**src/rtl/mie_map.svh**
```systemverilog
// Register offsets, field positions, reset values and the vector address of the
// interrupt enable block. Assumes inclusion by bare name from rtl/.
// Notes on behaviour
// - Global enable gates every interrupt request.
// - Peripheral group enable gates peripheral requests.
// - Peripheral sources also need the group enable.
// - Flags set regardless of any enable.
// - Timer-zero enable gates the overflow flag.
// - External pin enable gates the pin flag.
// - Pin-change enable gates the summary flag.
// - Timer-zero flag sets on counter overflow.
// - External pin flag sets on qualifying edge.
// - Summary flag is OR of per-pin flags.
// - Summary flag read-only; clears with per-pin flags.
// - Enable one holds eight peripheral enables.
// - Enable two holds seven peripheral enables.
// - Enable two bit four reads zero.
// - All implemented bits reset to zero.
// - Acceptance clears global enable, vectors core.
// - Return instruction sets global enable again.
// - Edge select picks rising or falling edge.
// - Request flags mirror enable bit positions.
`ifndef MIE_MAP_SVH
`define MIE_MAP_SVH

// ----------------------------------------------------------------------
// Register offsets
// ----------------------------------------------------------------------
`define MIE_OFS_CORE_CTRL   4'h0
`define MIE_OFS_PER_EN_ONE  4'h1
`define MIE_OFS_PER_EN_TWO  4'h2
`define MIE_OFS_PER_REQ_ONE 4'h3
`define MIE_OFS_PER_REQ_TWO 4'h4
`define MIE_OFS_PIN_CHANGE  4'h5
`define MIE_OFS_OPTION      4'h6

// ----------------------------------------------------------------------
// Fields and reset values
// ----------------------------------------------------------------------
`define MIE_BIT_GIE         3'd7
`define MIE_BIT_PERIPHERAL_GROUP_ENABLE        3'd6
`define MIE_BIT_T0IE        3'd5
`define MIE_BIT_EXTIE       3'd4
`define MIE_BIT_PCIE        3'd3
`define MIE_BIT_T0IF        3'd2
`define MIE_BIT_EXTIF       3'd1
`define MIE_BIT_PCIF        3'd0
`define MIE_BIT_EDGE_SEL    3'd0
`define MIE_EN_TWO_MASK     8'hEF
`define MIE_RESET_VAL       8'h00
`define MIE_VECTOR          16'h0004

`endif

```
**src/rtl/mie_pkg.sv**
```systemverilog
// Types shared by the interrupt enable block.
// Assumes nothing beyond a SystemVerilog compiler.
`default_nettype none
package mie_pkg;
  // Register access from software
  typedef struct packed {
    logic [3:0] addr;
    logic [7:0] wdata;
    logic       wr;
    logic       rd;
  } mie_bus_t;

  // Core sequencer handshake
  typedef struct packed {
    logic accept;
    logic ret;
  } mie_core_t;
endpackage : mie_pkg
`default_nettype wire

```
**src/rtl/mie_top.sv**
```systemverilog
// Interrupt enable and flag logic: control, peripheral enables and flags,
// request to the core. Assumes event pulses on i_core_clk, async pins.
`include "mie_map.svh"
`default_nettype none
module mie_top #(
  parameter int PINS = 8
) (
  input  wire logic            i_core_clk,
  input  wire logic            i_srst,
  input  wire logic [3:0]      i_addr,
  input  wire logic [7:0]      i_wdata,
  input  wire logic            i_wr,
  input  wire logic            i_rd,
  output logic      [7:0]      o_rdata,
  input  wire logic            i_timer_zero_ovf,
  input  wire logic            i_ext_pin,
  input  wire logic [PINS-1:0] i_change_pins,
  input  wire logic [7:0]      i_per_set_one,
  input  wire logic [7:0]      i_per_set_two,
  input  wire logic            i_accept,
  input  wire logic            i_return_from_irq_instr,
  output logic                 o_irq_req,
  output logic      [15:0]     o_vector
);
  // ----------------------------------------------------------------------
  // Storage
  // ----------------------------------------------------------------------
  mie_pkg::mie_bus_t  bus;
  mie_pkg::mie_core_t core;
  logic [4:0]      ctrl_reg;
  logic [4:0]      ctrl_next;
  logic [7:0]      en_one_reg;
  logic [7:0]      en_one_next;
  logic [7:0]      en_two_reg;
  logic [7:0]      en_two_next;
  logic            edge_sel_reg;
  logic            edge_sel_next;
  logic            t0_flag_reg;
  logic            t0_flag_next;
  logic            ext_flag_reg;
  logic            ext_flag_next;
  logic            ext_prev_reg;
  logic [PINS-1:0] pin_prev_reg;
  logic [7:0]      rdata_reg;
  logic [7:0]      rdata_next;
  logic            ext_sync;
  logic [PINS-1:0] pins_sync;
  logic [7:0]      req_one;
  logic [7:0]      req_two;
  logic [PINS-1:0] pin_flags;
  logic            ext_edge;
  logic            pc_summary;
  logic            core_pair;
  logic            per_pair;
  logic [7:0]      core_view;

  assign bus  = '{addr: i_addr, wdata: i_wdata, wr: i_wr, rd: i_rd};
  assign core = '{accept: i_accept, ret: i_return_from_irq_instr};

  // Write decode used by every register
  function automatic logic hit(input mie_pkg::mie_bus_t b, input logic [3:0] ofs);
    hit = b.wr && (b.addr == ofs);
  endfunction : hit

  // ----------------------------------------------------------------------
  // Pin synchronisers and flag banks
  // ----------------------------------------------------------------------
  mie_sync #(.W(1)) u_ext_sync (
    .i_core_clk (i_core_clk),
    .i_srst     (i_srst),
    .i_async    (i_ext_pin),
    .o_sync     (ext_sync)
  );

  mie_sync #(.W(PINS)) u_pin_sync (
    .i_core_clk (i_core_clk),
    .i_srst     (i_srst),
    .i_async    (i_change_pins),
    .o_sync     (pins_sync)
  );

  // Peripheral flags share bit positions with their enables
  mie_flags #(.W(8)) u_req_one (
    .i_core_clk (i_core_clk),
    .i_srst     (i_srst),
    .i_set      (i_per_set_one),
    .i_wr       (hit(bus, `MIE_OFS_PER_REQ_ONE)),
    .i_wdata    (bus.wdata),
    .o_flags    (req_one)
  );

  mie_flags #(.W(8)) u_req_two (
    .i_core_clk (i_core_clk),
    .i_srst     (i_srst),
    .i_set      (i_per_set_two & `MIE_EN_TWO_MASK),
    .i_wr       (hit(bus, `MIE_OFS_PER_REQ_TWO)),
    .i_wdata    (bus.wdata & `MIE_EN_TWO_MASK),
    .o_flags    (req_two)
  );

  // Per-pin change flags: any transition sets, software writes zero to clear
  mie_flags #(.W(PINS)) u_pin_flags (
    .i_core_clk (i_core_clk),
    .i_srst     (i_srst),
    .i_set      (pins_sync ^ pin_prev_reg),
    .i_wr       (hit(bus, `MIE_OFS_PIN_CHANGE)),
    .i_wdata    (bus.wdata[PINS-1:0]),
    .o_flags    (pin_flags)
  );

  // ----------------------------------------------------------------------
  // Event detection
  // ----------------------------------------------------------------------
  assign ext_edge = edge_sel_reg ? (ext_sync && !ext_prev_reg)
                                 : (!ext_sync && ext_prev_reg);
  assign pc_summary = |pin_flags;

  always_ff @(posedge i_core_clk)
  begin
    if (i_srst)
    begin
      ext_prev_reg <= 1'b0;
      pin_prev_reg <= '0;
    end
    else
    begin
      ext_prev_reg <= ext_sync;
      pin_prev_reg <= pins_sync;
    end
  end

  // ----------------------------------------------------------------------
  // Control and enable registers
  // ----------------------------------------------------------------------
  // ctrl_reg holds bits 7..3 of the core control register
  always_comb
  begin
    ctrl_next     = ctrl_reg;
    en_one_next   = en_one_reg;
    en_two_next   = en_two_reg;
    edge_sel_next = edge_sel_reg;
    t0_flag_next  = t0_flag_reg;
    ext_flag_next = ext_flag_reg;
    if (hit(bus, `MIE_OFS_CORE_CTRL))
    begin
      ctrl_next     = bus.wdata[7:3];
      t0_flag_next  = bus.wdata[`MIE_BIT_T0IF];
      ext_flag_next = bus.wdata[`MIE_BIT_EXTIF];
    end
    if (hit(bus, `MIE_OFS_PER_EN_ONE))
      en_one_next = bus.wdata;
    if (hit(bus, `MIE_OFS_PER_EN_TWO))
      en_two_next = bus.wdata & `MIE_EN_TWO_MASK;
    if (hit(bus, `MIE_OFS_OPTION))
      edge_sel_next = bus.wdata[`MIE_BIT_EDGE_SEL];
    // Core accepting a request drops global enable, return restores it
    if (core.accept)
      ctrl_next[4] = 1'b0;
    else if (core.ret)
      ctrl_next[4] = 1'b1;
    // Events win over a software clear in the same cycle
    if (i_timer_zero_ovf)
      t0_flag_next = 1'b1;
    if (ext_edge)
      ext_flag_next = 1'b1;
  end

  always_ff @(posedge i_core_clk)
  begin
    if (i_srst)
    begin
      ctrl_reg     <= 5'h00;
      en_one_reg   <= `MIE_RESET_VAL;
      en_two_reg   <= `MIE_RESET_VAL;
      edge_sel_reg <= 1'b0;
      t0_flag_reg  <= 1'b0;
      ext_flag_reg <= 1'b0;
    end
    else
    begin
      ctrl_reg     <= ctrl_next;
      en_one_reg   <= en_one_next;
      en_two_reg   <= en_two_next;
      edge_sel_reg <= edge_sel_next;
      t0_flag_reg  <= t0_flag_next;
      ext_flag_reg <= ext_flag_next;
    end
  end

  // ----------------------------------------------------------------------
  // Request to the core
  // ----------------------------------------------------------------------
  assign core_view = {ctrl_reg, t0_flag_reg, ext_flag_reg, pc_summary};
  // Software should clear a flag first, or a stale one requests at once
  assign core_pair = (core_view[`MIE_BIT_T0IE] && t0_flag_reg)
                   || (core_view[`MIE_BIT_EXTIE] && ext_flag_reg)
                   || (core_view[`MIE_BIT_PCIE] && pc_summary);
  assign per_pair  = core_view[`MIE_BIT_PERIPHERAL_GROUP_ENABLE]
                   && (|(en_one_reg & req_one) || |(en_two_reg & req_two));
  assign o_irq_req = core_view[`MIE_BIT_GIE] && (core_pair || per_pair);
  assign o_vector  = `MIE_VECTOR;

  // ----------------------------------------------------------------------
  // Read port: data valid the cycle after the strobe
  // ----------------------------------------------------------------------
  always_comb
  begin
    rdata_next = 8'h00;
    if (bus.rd)
    begin
      unique case (bus.addr)
        `MIE_OFS_CORE_CTRL:   rdata_next = core_view;
        `MIE_OFS_PER_EN_ONE:  rdata_next = en_one_reg;
        `MIE_OFS_PER_EN_TWO:  rdata_next = en_two_reg;
        `MIE_OFS_PER_REQ_ONE: rdata_next = req_one;
        `MIE_OFS_PER_REQ_TWO: rdata_next = req_two;
        `MIE_OFS_PIN_CHANGE:  rdata_next = 8'(pin_flags);
        `MIE_OFS_OPTION:      rdata_next = {7'h00, edge_sel_reg};
        default:              rdata_next = 8'h00;
      endcase
    end
  end

  always_ff @(posedge i_core_clk)
  begin
    if (i_srst)
      rdata_reg <= 8'h00;
    else
      rdata_reg <= rdata_next;
  end

  assign o_rdata = rdata_reg;
endmodule : mie_top
`default_nettype wire

```
**src/rtl/mie_sync.sv**
```systemverilog
// Two flip-flop synchroniser for pin levels.
// Assumes the input is asynchronous to i_core_clk.
`default_nettype none
module mie_sync #(
  parameter int W = 1
) (
  input  wire logic         i_core_clk,
  input  wire logic         i_srst,
  input  wire logic [W-1:0] i_async,
  output logic      [W-1:0] o_sync
);
  logic [W-1:0] meta_reg;
  logic [W-1:0] meta_next;
  logic [W-1:0] sync_reg;
  logic [W-1:0] sync_next;

  // First stage feeds only the second
  always_comb
  begin
    meta_next = i_async;
    sync_next = meta_reg;
  end

  always_ff @(posedge i_core_clk)
  begin
    if (i_srst)
    begin
      meta_reg <= '0;
      sync_reg <= '0;
    end
    else
    begin
      meta_reg <= meta_next;
      sync_reg <= sync_next;
    end
  end

  assign o_sync = sync_reg;
endmodule : mie_sync
`default_nettype wire

```
**src/rtl/mie_flags.sv**
```systemverilog
// Bank of sticky flags: a set pulse beats a software clear.
// Assumes set pulses are on i_core_clk.
`default_nettype none
module mie_flags #(
  parameter int W = 8
) (
  input  wire logic         i_core_clk,
  input  wire logic         i_srst,
  input  wire logic [W-1:0] i_set,
  input  wire logic         i_wr,
  input  wire logic [W-1:0] i_wdata,
  output logic      [W-1:0] o_flags
);
  logic [W-1:0] flags_reg;
  logic [W-1:0] flags_next;

  // Set wins over clear so no event is lost
  always_comb
  begin
    flags_next = flags_reg;
    if (i_wr)
      flags_next = i_wdata;
    flags_next = flags_next | i_set;
  end

  always_ff @(posedge i_core_clk)
  begin
    if (i_srst)
      flags_reg <= '0;
    else
      flags_reg <= flags_next;
  end

  assign o_flags = flags_reg;
endmodule : mie_flags
`default_nettype wire

```
**config.mk**
```make
export PLATFORM = sky130hd
export DESIGN_NAME = mie_top
export DESIGN_NICKNAME = d
export VERILOG_FILES = /design/src/rtl/mie_pkg.sv /design/src/rtl/mie_top.sv /design/src/rtl/mie_sync.sv /design/src/rtl/mie_flags.sv
export VERILOG_INCLUDE_DIRS = /design/src /design/src/rtl
export SDC_FILE = /design/constraint.sdc
export NUM_CORES = 1
export LEC_CHECK = 0
export ABC_AREA = 1
export BUFFER_PORTS_ARGS = -buffer_cell sky130_fd_sc_hd__clkbuf_2
export CAP_MARGIN = 20
export CORE_ASPECT_RATIO = 1.2
export CORE_MARGIN = 2
export CORE_UTILIZATION = 45
export DETAILED_ROUTE_END_ITERATION = 10
export PLACE_DENSITY_LB_ADDON = 0.1
export SYNTH_ARGS = -nofsm -noshare
export SYNTH_HDL_FRONTEND = slang
export SYNTH_SLANG_ARGS = --single-unit
```
**constraint.sdc**
```tcl
create_clock -name i_core_clk -period 1.3 [get_ports i_core_clk]
set_clock_uncertainty 0.2 [all_clocks]
set_input_delay 0.065 -clock i_core_clk [delete_from_list [all_inputs] [get_ports i_core_clk]]
set_output_delay 0.065 -clock i_core_clk [all_outputs]
set_load 0.05 [all_outputs]
```
== Yosys cells after proc, flatten, opt, wreduce, memory -nomap -nowiden ==
Cells that the tools add are included.

* Bitwise logic cells: 7
* Equal/unequal tests: 6
* Reduce and logical (&&, ||, !) cells: 29
* Multiplexer cells: 11

{| class="wikitable"
|+ Operator list
! operator !! count
|-
| one-hot mux 8 bit (7 select lines) || 1
|-
| two-way mux 8 bit || 3
|-
| bitwise OR 8 bit || 3
|-
| OR reduction 8 bit || 3
|-
| bitwise AND 8 bit || 2
|-
| logical AND 1 bit || 14
|-
| equality test 4 x 3 -> 1 bit, second input constant || 3
|-
| equality test 4 x 2 -> 1 bit, second input constant || 2
|-
| bitwise XOR 8 bit || 1
|-
| two-way mux 1 bit || 6
|-
| nonzero test 2 bit || 3
|-
| two-way mux 5 bit || 1
|-
| equality test 4 x 1 -> 1 bit, second input constant || 1
|-
| zero test 4 bit || 1
|-
| logical OR 1 bit || 4
|-
| OR reduction 2 bit || 2
|-
| zero test 1 bit || 2
|-
| inverter 1 bit || 1
|}

* Logic and storage cells: 70
* Output and inout bits: 25
* Register bits after elaboration: 82
* Input port bits: 44

== Longest topological paths before layout ==
Gate-level depths: netlist (run 1).

* Depth after elaboration: 6
* Gate-level depth with buffers: 9
* Depth with buffers taken out: 9

== Modules after synthesis ==
A second synthesis (run 1) with hierarchy kept.

* Cells, all modules: 559
* Area, all modules: 3788.6 µm²

{| class="wikitable"
|+ By module, submodules not included
! module !! cells an instance !! seq. area each (µm²) !! instances !! area each (µm²)
|-
| mie_top || 323 || 800.8 || 1 || 2122.0
|-
| mie_flags || 60 || 160.2 || 3 || 379.1
|-
| mie_sync (u_pin_sync) || 50 || 320.3 || 1 || 474.2
|-
| mie_sync (u_ext_sync) || 6 || 40.0 || 1 || 55.1
|}

== Worst setup path before layout (run 1) ==
OpenSTA, ideal clock, no wires.

* Path kind: register to output
* Start point: register u_pin_flags.flags_reg[3], in the netlist u_pin_flags.o_flags[3]
* End point: output port o_irq_req
* Buffers on the path: 0
* Data arrival time: 1.370 ns
* Slack: -0.335 ns
* Data required time: 1.035 ns
* Cell stages (with the launch flop): 7
* Cell sequence: dfxtp_1 -> nor2_1 -> nand3_1 -> nor2_1 -> nor2_1 -> nor2_1 -> a21oi_1

* Cells in the longest elaborated chain, start to end: 5

{| class="wikitable"
|+ Ends and longest elaborated chain
! item !! RTL line !! RTL
|-
| start, declared || mie_flags.sv:14 || <nowiki>logic [W-1:0] flags_reg;</nowiki>
|-
| start signal, assigned || mie_flags.sv:31 || <nowiki>flags_reg <= flags_next;</nowiki>
|-
| OR reduction 8 bit || mie_top.sv:116 || <nowiki>assign pc_summary = |pin_flags;</nowiki>
|-
| logical AND 1 bit || mie_top.sv:197 || <nowiki>|| (core_view[`MIE_BIT_PCIE] && pc_summary);</nowiki>
|-
| logical OR 1 bit || mie_top.sv:195 || <nowiki>assign core_pair = (core_view[`MIE_BIT_T0IE] && t0_flag_reg)</nowiki>
|-
| logical OR 1 bit || mie_top.sv:200 || <nowiki>assign o_irq_req = core_view[`MIE_BIT_GIE] && (core_pair || per_pair);</nowiki>
|-
| logical AND 1 bit || mie_top.sv:200 ||
|-
| end, declared || mie_top.sv:22 || <nowiki>output logic o_irq_req,</nowiki>
|}

No other way between the ends.

== Final worst setup path (run 1) ==
* Start point: register u_pin_flags.flags_reg[2], in the netlist u_pin_flags.o_flags[2]
* End point: output port o_irq_req

The elaborated chain is that of the path after synthesis.

==> results.ini, run 1 <==
[logic_synthesis]
ys_seq_elements=81
ys_types=23
syn_avg_cell_area_um2=6.89
synth_largest_area_cell=dfxtp_1
synth_area_leaders=dfxtp_1 45%, nand2_1 15%, inv_1 7.6%
netlist.area_leader.share_pct=45.5
yosysSeqAreaShare_pct=45.5
yosysWarnings=0
syn_area_mm2=0.00356
syn_inst=517

[placed_design]
place.detailed.hpwl_mm=7.06
pre_cts_ws_ns=-0.192
gp_congestion=0.927
portBuffers=51

[critical_path]
crit_start=u_pin_flags.o_flags[2]
timing.critical_path.buf_inv=1
crit-reg2reg-launch=u_pin_flags.o_flags[2]
slowest_delay_ns=0.33
crit_cells=7
path_class=reg -> out
end_kind=output port
reg2reg_depth=8
r2r_end=o_rdata[0]
cp-start-kind=flop
endpoint=o_irq_req
rrSetupSlack_ns=-0.13
critPathTopFamily=simple AND/OR/NAND/NOR gates
worst-path-max-fanout=2
worstPathRequired_ns=1.03
slowest_stage=dfxtp_2
critical_path.cell_chain=nor2_2 -> nand3_2 -> nor2_4 -> nor2_2 -> nor2_2 -> a21oi_4 -> buf_8
critPathMostFrequentCell=nor2_2
arrival_ns=1.45

[timing]
setup_tns_ns=-0.544
max_slew_margin_pct=37.4
fin_crit_sh_pct=132
period_minus_slack_ns=1.71
slew_viol_final=0
worst_pin_slew_ns=0.938
fmax_mhz=584
setup_slack_ns=-0.412
setup_viol=2
hold_ws_ns=-0.0279
finalHoldViolations=1
rsz0062_at_grt=true

[routing]
drt-initial-drc-count=242
dr.pass1.iters=5
ant_nets=0
via_per_inst=4.71
drc_errors=0
vias=3679
drt-wirelength-per-cell_um=13.6
routed_wl_mm=10.6

[die]
dieArea_mm2=0.00865
row_count=35
dieHeight_um=102
initial_utilization_pct=46.5
io_pins=69
fp.dieW_um=85.3
core_area_mm2=0.00766

[pwr]
total_power_uw=5530
power_density_mw_per_mm2=1070
power.leakage_uw=0.00262
vdd_drop_max_v=0.000792

[final_layout]
layout_common_cells=147 x nand2_1, 73 x dfxtp_1, 71 x inv_1, 60 x buf_4, 58 x nor2_1
area_growth_pct=45.1
fillers=679
diodes=0
multiInputGateArea_mm2=0.00157
final_common_cell=nand2_1
drive_gt1_share_pct=23.5
seq_area_mm2=0.00163
final_util_pct=67.5
layout.nets=728

[global_route]
gr-total-overflow=0
grt_max_degree=32
grt_pass1_wl_mm=16.6
track_usage_pct=25.3
antenna_found_initial=0
grt_pass1_vias=3579

[clock_network]
clkTransAtPathRegs_ns=0.07
h-tree-depth=3
cts_tree=built
cts_buffers=9
insertion_delay_ns=0.36
cts.sinks=81
cts_max_path_buffers=2
root_buffer=clkbuf_8

[run]
max-cap-violations=0

[outcome]
violations=hold timing, setup timing
status=finished, violations left

[worst_hold_path]
min_path_cells=4
hold_class=in -> reg

==> worst register-to-register path, cell delays in order (launching register included) <==
cell and delay, ns:
dfxtp_2 0.33, nor2_2 0.12, nand3_2 0.10, nor2_4 0.14, buf_4 0.12, buf_6 0.07, nor2_1 0.03, nor2_1 0.12
a21oi_2 0.08
==> logic make-up (layout without fill, tap and decap cells) <==
logic type	after synthesis	in the layout	synth area share (%)
other	2	16	0.211
AO/OA/AOI/OAI	58	58	8.46
XOR/XNOR	8	8	1.97
buffers and inverters	106	264	13.2
flip-flops	81	81	45.5
AND/OR/NAND/NOR	262	262	30.6
==> repair_timing <==
| action | 4_1_cts | 5_1_grt |
|---|---|---|
| endpoints found under the setup margin | 2 | 33 |
| cloned | 0 | 0 |
| hold buffers | 60 | 1 |
| resized for setup | 6 | 22 |
| endpoints found under the hold margin | 74 | 4 |
| pin swaps | 0 | 7 |
| setup buffers | 0 | 4 |
==> how the worst min path moves through the flow <==
stage                          start  slack, ns                     end
finish                     i_addr[0]      -0.03            edge_sel_reg
global route               i_addr[0]       0.04            edge_sel_reg
CTS                        i_addr[0]      -0.04            edge_sel_reg
detailed placement         i_ext_pin       0.06     u_ext_sync.meta_reg
global placement    i_change_pins[0]       0.06  u_pin_sync.meta_reg[0]
floorplan                  i_ext_pin      -0.03     u_ext_sync.meta_reg
==> synthesized netlist by cell type <==
library cell	n
nand2_1	147
dfxtp_1	81
inv_1	72
nor2_1	63
nand3_1	41
a21oi_1	34
buf_4	19
o21ai_0	13
xnor2_1	8
clkbuf_1	6
o21ai_1	6
inv_2	4
o211ai_1	4
buf_1	3
nand2_2	3
nor2_2	3
buf_2	2
conb_1	2
nor2_4	2
nand2_4	1
nand3_4	1
nor3_2	1
o22ai_1	1
==> power breakdown <==
group          internal, µW  total [µW]  leakage, µW  switching, µW
sequential             2590        2640     0.000668           52.6
clock                  1080        1980    0.0000995            900
combinational           402         905      0.00185            504
total                  4070        5530      0.00262           1460
==> routing by layer <==
layer,vias up,global-route usage (%),part of all wire (%)
li1,1880,-,-
met1,1651,28.7,41
met2,118,45.9,51
met3,30,4.07,5.1
met4,0,12.6,3.8
met5,-,0,0
==> layout make-up <==
type / instances / area share (%)
clock inverters: 5 / 1.55
multi-input cells: 344 / 30.3
well taps: 92 / 2.23
clock buffers: 11 / 2.54
repair buffers: 172 / 26.3
inverters: 76 / 5.52
flip-flops and latches: 81 / 31.6
==> metrics by stage <==
| stage | instances | instance area [µm²] | hold WS [ns] |
|---|---|---|---|
| after floorplan | 531 | 3630 | -0.0280 |
| after global placement | 704 | 4300 | 0.0575 |
| after detailed placement | 704 | 4300 | 0.0618 |
| after CTS | 780 | 5130 | -0.0402 |
| after global routing | 781 | 5170 | 0.0410 |
| final | 781 | 5170 | -0.0279 |
Power figures use the tool's default switching activity.
==> inputs of run 2 (changes only) <==
--- a/config.mk
+++ b/config.mk
@@ -11,7 +11,7 @@
 export CAP_MARGIN = 20
 export CORE_ASPECT_RATIO = 1.2
 export CORE_MARGIN = 2
-export CORE_UTILIZATION = 45
+export CORE_UTILIZATION = 55
 export DETAILED_ROUTE_END_ITERATION = 10
 export PLACE_DENSITY_LB_ADDON = 0.1
 export SYNTH_ARGS = -nofsm -noshare
==> run 2 against run 1 <==
The run ends with setup timing left. Power rose by 4.3%. Worst setup slack got worse by 0.0038 ns. Clock power rose by 14%. Sequential power barely moved. Sequential share of layout area rose by 0.95 points. Worst hold slack improved by 0.038 ns. Via count rose by 0.90%. Critical path depth did not move. Core utilization rose by 11 points. Wire length fell by 1.1%. Final cell count fell by 3.3%.
==> results.ini, run 2 (same netlist as run 1, synthesis figures left out) <==
[final_layout]
area_growth_pct=40.8
multiInputGateArea_mm2=0.00158  ; +0.88%
final_common_cell=nand2_1
seq_area_mm2=0.00163  ; unchanged
diodes=0  ; unchanged
drive_gt1_share_pct=24.2  ; +0.67 points
fillers=448  ; -34%
final_area_mm2=0.00502  ; -2.9%
layout_common_cells=145 x nand2_1, 73 x dfxtp_1, 72 x inv_1, 56 x nor2_1, 56 x buf_4
layout.nets=709  ; -2.6%

[timing]
worst_pin_slew_ns=0.648  ; -0.290 ns
fin_crit_sh_pct=132  ; +0.29 points
hold_ws_ns=0.0102  ; +0.0381 ns
rsz0062_at_grt=true
period_minus_slack_ns=1.72  ; +0.00382 ns
fmax_mhz=583  ; -0.22%
setup_slack_ns=-0.416  ; -0.00382 ns
finalHoldViolations=0  ; -1
slew_viol_final=0  ; unchanged
setup_viol=2  ; unchanged
max_slew_margin_pct=56.8  ; +19 points

[routing]
drt-wirelength-per-cell_um=14.0  ; +2.3%
via_per_inst=4.92  ; +4.4%
vias=3712  ; +0.90%
ant_nets=0  ; unchanged
routed_wl_mm=10.5  ; -1.1%
drc_errors=0  ; unchanged
dr_wl_met3_um=587  ; +7.5%
dr.pass1.iters=7  ; +2
dr.max_layer_used=met4
wl_met1_mm=3.90  ; -9.5%
wl_met2_mm=5.47  ; +1.5%
drt-initial-drc-count=235  ; -2.9%

[global_route]
track_usage_pct=30.9  ; +5.6 points
grt_pass1_wl_mm=16.8  ; +1.1%
grt_max_degree=32  ; unchanged
antenna_found_initial=0  ; unchanged
grt_pass1_vias=3700  ; +3.4%
gr-total-overflow=0  ; unchanged

[critical_path]
worstPathRequired_ns=1.03  ; about the same
arrival_ns=1.45  ; about the same
slowest_delay_ns=0.34  ; about the same
end_kind=output port
critPathMostFrequentCell=nor2_2
path_class=reg -> out
cp-start-kind=flop
critical_path.cell_chain=nor2_2 -> nand3_2 -> nor2_4 -> nor2_2 -> nor2_2 -> a21oi_4 -> buf_8
worst-path-max-fanout=2  ; unchanged
slowest_stage=dfxtp_2

[pwr]
power_density_mw_per_mm2=1150  ; +7.5%
power.leakage_uw=0.00253  ; -3.2%
vdd_drop_max_v=0.00110  ; +39%

[clock_network]
clkTransAtPathRegs_ns=0.09  ; +0.02 ns
cts_max_path_buffers=2  ; unchanged
h-tree-depth=3  ; unchanged
insertion_delay_ns=0.35  ; about the same
root_buffer=clkbuf_8
cts_tree=built
cts_buffers=9  ; unchanged
cts.sinks=81  ; unchanged

[placed_design]
gp_congestion=0.898  ; -3.0%
portBuffers=51  ; unchanged
place.detailed.hpwl_mm=6.97  ; -1.2%
place_area_mm2=0.00424  ; -1.3%

[outcome]
violations=setup timing
status=finished, violations left

[die]
io_pins=69  ; unchanged
fp.dieW_um=77.5  ; -9.1%
row_count=32  ; -8.6%
dieArea_mm2=0.00714  ; -17%
initial_utilization_pct=56.0  ; +9.5 points
dieHeight_um=92.2  ; -9.2%
core_area_mm2=0.00637  ; -17%

[worst_hold_path]
hold_class=in -> reg

[run]
max-cap-violations=0  ; unchanged

## run 2: cell types whose count changed in the layout (fill, tap and decap cells not counted), sizes merged, moves of 2 or more
| cell | change |
|---|---|
| dlymetal6s4s | +3 |
| buf | -6 |
| dlygate4sd3 | -15 |
| inv | +2 |
| clkbuf | -2 |
## run 2: timing repair
action                                 in CTS  in global routing
cloned                                      0                  0
pin swaps                                   4                 12
hold buffers                               49                  2
endpoints found under the hold margin      68                  7
buffers inserted                            1                  1
gates resized for setup                     8                 23
setup endpoints to repair                   2                 42
## run 2: power by group
group	internal (µW)	switching [µW]	total (µW)
clock network	1300	957	2250
logic	372	498	870
registers	2590	51.2	2640
total	4260	1510	5770
## run 2: worst paths after layout
path	from	end	slack, ns	depth (start not counted)
setup / recovery	u_pin_flags.o_flags[2]	o_irq_req	-0.42	7
hold reg to reg	u_pin_sync.meta_reg[5]	u_pin_sync.o_sync[5]	0.20	2
setup reg to reg	u_pin_flags.o_flags[2]	o_rdata[0]	-0.13	8
hold / removal	i_rd	o_rdata[7]	0.01	3
## run 2: worst max-delay path, delay by kind of cell (launching register included)
family          cells  cell delay, ns
buf+inv             1            0.15
compound gates      1            0.08
simple gates        5            0.54
flops               1            0.34
## run 2: final cells by class
cell class	count	area share (%)
multi-input combinational	344	31.5
timing repair buffer	153	23.3
tap	85	2.12
clock inverter	7	2.52
sequential	81	32.5
inverter	76	5.68
clock buffer	9	2.47
## run 2: layer usage
| layer | up-vias | track usage, % |
|---|---|---|
| li1 | 1845 | - |
| met1 | 1665 | 32.1 |
| met2 | 152 | 57.2 |
| met3 | 50 | 5.02 |
| met4 | 0 | 19.3 |
| met5 | - | 0 |
## run 2: through the flow
step | TNS (ns) | utilization [%] | worst slack [ns] | power [µW] | std cells
after floorplan | 0 | - | 0.0489 | 3120 | 531
after global placement | -0.314 | 66.7 | -0.137 | 3380 | 694
after detailed placement | -0.622 | 66.7 | -0.172 | 3390 | 694
after CTS | -1.90 | 78.7 | -0.437 | 5730 | 760
after global routing | -0.698 | 78.9 | -0.488 | 5960 | 755
final | -0.550 | 78.9 | -0.416 | 5770 | 755
==> inputs of run 3 (changes only) <==
--- a/config.mk
+++ b/config.mk
@@ -6,12 +6,11 @@
 export SDC_FILE = /design/constraint.sdc
 export NUM_CORES = 1
 export LEC_CHECK = 0
-export ABC_AREA = 1
 export BUFFER_PORTS_ARGS = -buffer_cell sky130_fd_sc_hd__clkbuf_2
 export CAP_MARGIN = 20
 export CORE_ASPECT_RATIO = 1.2
 export CORE_MARGIN = 2
-export CORE_UTILIZATION = 55
+export CORE_UTILIZATION = 54
 export DETAILED_ROUTE_END_ITERATION = 10
 export PLACE_DENSITY_LB_ADDON = 0.1
 export SYNTH_ARGS = -nofsm -noshare
==> run 3 against run 2 <==
The flow still finishes with violations (setup timing). Core utilization up 2.2 points. Largest cell class is now multi-input combinational cells. Worst setup slack worse by 0.20 ns. Design area down 1.7%. Largest power group unchanged.
==> results.ini, run 3 <==
[outcome]
status=finished, violations left
violations=setup timing

[placed_design]
dp.cells=572  ; -18%
place.detailed.hpwl_mm=7.57  ; +8.6%
gp_congestion=0.939  ; +4.5%
portBuffers=51  ; unchanged

[logic_synthesis]
netlist.area_leader.share_pct=47.4  ; +1.9 points
syn_area_mm2=0.00342  ; -4.0%
yosysWarnings=0  ; unchanged
ys_types=40  ; +74%
synth-async-reset-ratio_pct=0  ; unchanged
syn_inst=379  ; -27%
synth_mux_area_share_pct=4.39  ; +4.4 points
ys_seq_elements=81  ; unchanged
synth_area_leaders=dfxtp_1 47%, nand2_1 7.2%, buf_4 5.3%
synth_compound_area_share_pct=14.3  ; +5.8 points
yosysSeqAreaShare_pct=47.4  ; +1.9 points
synth_largest_area_cell=dfxtp_1
synth_top_family_by_area=simple AND/OR/NAND/NOR gates
synth_most_common_cell=dfxtp_1
yosys.area_share.simple_pct=22.9  ; -7.7 points
syn_avg_cell_area_um2=9.03  ; +31%
netlist_top_cells_count=81 x dfxtp_1, 66 x nand2_1, 28 x nor2b_1
synthFlopType=dfxtp_1
synthAdderAreaFrac_pct=0  ; unchanged
synth-xor-area-share_pct=2.05  ; +0.082 points
synth-edff-count=0  ; unchanged

[pwr]
clock_power_share_pct=32.4  ; -6.7 points
p_sw_uw=1480  ; -1.6%
intPower_uw=3690  ; -13%
total_power_uw=5170  ; -10%
vdd_drop_max_v=0.000826  ; -25%
power.leakage_uw=0.00211  ; -17%
pwr-share-comb_pct=16.4  ; +1.3 points
seqPwrFrac_pct=51.3  ; +5.5 points
swShare_pct=28.7  ; +2.6 points
power_density_mw_per_mm2=1050  ; -8.8%

[routing]
vias=3481  ; -6.2%
drt-initial-drc-count=457  ; +94%
via_per_inst=5.55  ; +13%
drt-wirelength-per-cell_um=17.8  ; +27%
dr.pass1.iters=6  ; -1
drc_errors=0  ; unchanged
routed_wl_mm=11.1  ; +5.7%
ant_nets=0  ; unchanged

[clock_network]
clkTransAtPathRegs_ns=0.09  ; about the same
cts.sinks=81  ; unchanged
cts_max_path_buffers=2  ; unchanged
cts_tree=built
cts_buffers=9  ; unchanged
insertion_delay_ns=0.35  ; about the same
h-tree-depth=3  ; unchanged
root_buffer=clkbuf_8

[die]
dieHeight_um=91.2  ; -1.1%
row_count=31  ; -3.1%
initial_utilization_pct=56.2  ; +0.20 points
fp.dieW_um=76.7  ; -1.1%
core_area_mm2=0.00609  ; -4.3%
io_pins=69  ; unchanged
dieArea_mm2=0.00699  ; -2.1%

[final_layout]
layout_common_cells=78 x buf_4, 72 x dfxtp_1, 65 x nand2_1, 50 x clkbuf_2, 38 x dlygate4sd3_1
final_util_pct=81.0  ; +2.2 points
area_growth_pct=44.2
diodes=0  ; unchanged
fillers=432  ; -3.6%
final_common_cell=buf_4
final_cells=627  ; -17%
drive_gt1_share_pct=33.8  ; +9.6 points
layout.nets=584  ; -18%

[timing]
setup_viol=5  ; +3
rsz0062_at_grt=true
fin_crit_sh_pct=147  ; +16 points
slew_viol_final=0  ; unchanged
period_minus_slack_ns=1.92  ; +0.202 ns
finalHoldViolations=0  ; unchanged
fmax_mhz=522  ; -11%
hold_ws_ns=0.0160  ; +0.00578 ns
setup_slack_ns=-0.617  ; -0.202 ns
setup_tns_ns=-0.978  ; -0.428 ns

[global_route]
grt_pass1_wl_mm=17.7  ; +5.3%
grt_pass1_vias=3457  ; -6.6%
track_usage_pct=33.0  ; +2.0 points
antenna_found_initial=0  ; unchanged
gr-total-overflow=0  ; unchanged
grt_max_degree=74  ; +130%

[critical_path]
slowest_delay_ns=0.35  ; about the same
critical_path.cell_chain=nor4_4 -> nand2_1 -> a222oi_1 -> a21boi_2 -> buf_8
arrival_ns=1.65  ; +0.20 ns
end_kind=output port
cp-start-kind=flop
path_class=reg -> out
slowest_stage=dfxtp_2
worst-path-max-fanout=2  ; unchanged
worstPathRequired_ns=1.03  ; about the same

[worst_hold_path]
hold_class=in -> reg

[run]
max-cap-violations=0  ; unchanged

==> run 3: changes by cell type after synthesis, moves of 15 or more <==
cell,previous run,this run
a21oi_1,34,19
a31oi_1,0,25
inv_1,72,15
mux2i_1,0,15
nand2_1,147,66
nand3_1,41,15
nor2_1,63,11
nor2b_1,0,28
==> run 3: critical path: cells and delay by family (launching register included) <==
| kind | cells | cell delay [ns] |
|---|---|---|
| AND/OR/NAND/NOR | 2 | 0.37 |
| flip-flops | 1 | 0.35 |
| AO/OA/AOI/OAI | 2 | 0.42 |
| buffers and inverters | 1 | 0.17 |
==> run 3: final cells by class <==
type                    count  area, µm²  share of cell area [%]
inverters                  15       56.3                    1.14
repair buffers            174       1320                    26.7
clock inverters             7       53.8                    1.09
multi-input cells         259       1650                    33.4
clock buffers               9        124                    2.51
flip-flops and latches     81       1630                    33.1
well taps                  82        103                    2.08
==> run 3: path summary, 6_finish.rpt <==
kind,start,to,slack [ns],cells after the start
setup / recovery,u_pin_flags.o_flags[7],o_irq_req,-0.62,5
setup reg to reg,u_pin_flags.o_flags[7],o_rdata[0],-0.19,4
hold reg to reg,u_pin_sync.meta_reg[7],u_pin_sync.o_sync[7],0.24,1
hold / removal,i_srst,en_two_reg[5],0.02,3
==> run 3: metrics by stage <==
| stage | cell area, µm² | setup WS, ns |
|---|---|---|
| 2_1_floorplan | 3480 | -0.101 |
| 3_3_place_gp | 4240 | -0.311 |
| 3_5_place_dp | 4240 | -0.313 |
| 4_1_cts | 4880 | -0.640 |
| 5_1_grt | 4930 | -0.684 |
| 6_report | 4930 | -0.617 |
==> run 3: what timing repair did <==
item | CTS | global route
resized for setup | 21 | 15
setup buffers | 1 | 0
hold buffers | 38 | 0
pin swaps | 6 | 9
hold endpoints to repair | 63 | 0
setup endpoints to repair | 7 | 22
==> run 3: layer usage <==
layer | part of all wire, % | vias up | wire length, µm | track usage [%]
met5 | 0 | - | 0 | 0
met4 | 4.1 | 0 | 459 | 15.6
met3 | 6.7 | 48 | 745 | 6.06
met2 | 51 | 187 | 5660 | 57.4
met1 | 38 | 1638 | 4270 | 38.9
li1 | - | 1608 | - | -
==> run 3: cell families after synthesis <==
family,Yosys count
xor gates and xnor gates,8
AOI/OAI and AO/OA,73
buffers and inverters,53
DFF,81
muxes,15
other,2
and+or+nand+nor,147
==> run 3: power groups by stage <==
stage / sequential, µW / clock (µW) / combinational [µW]
floorplan: 2690 / 0 / 388
global placement: 2690 / 0 / 687
detailed placement: 2690 / 0 / 692
CTS: 2640 / 1680 / 806
global route: 2660 / 1800 / 895
finish: 2650 / 1670 / 845
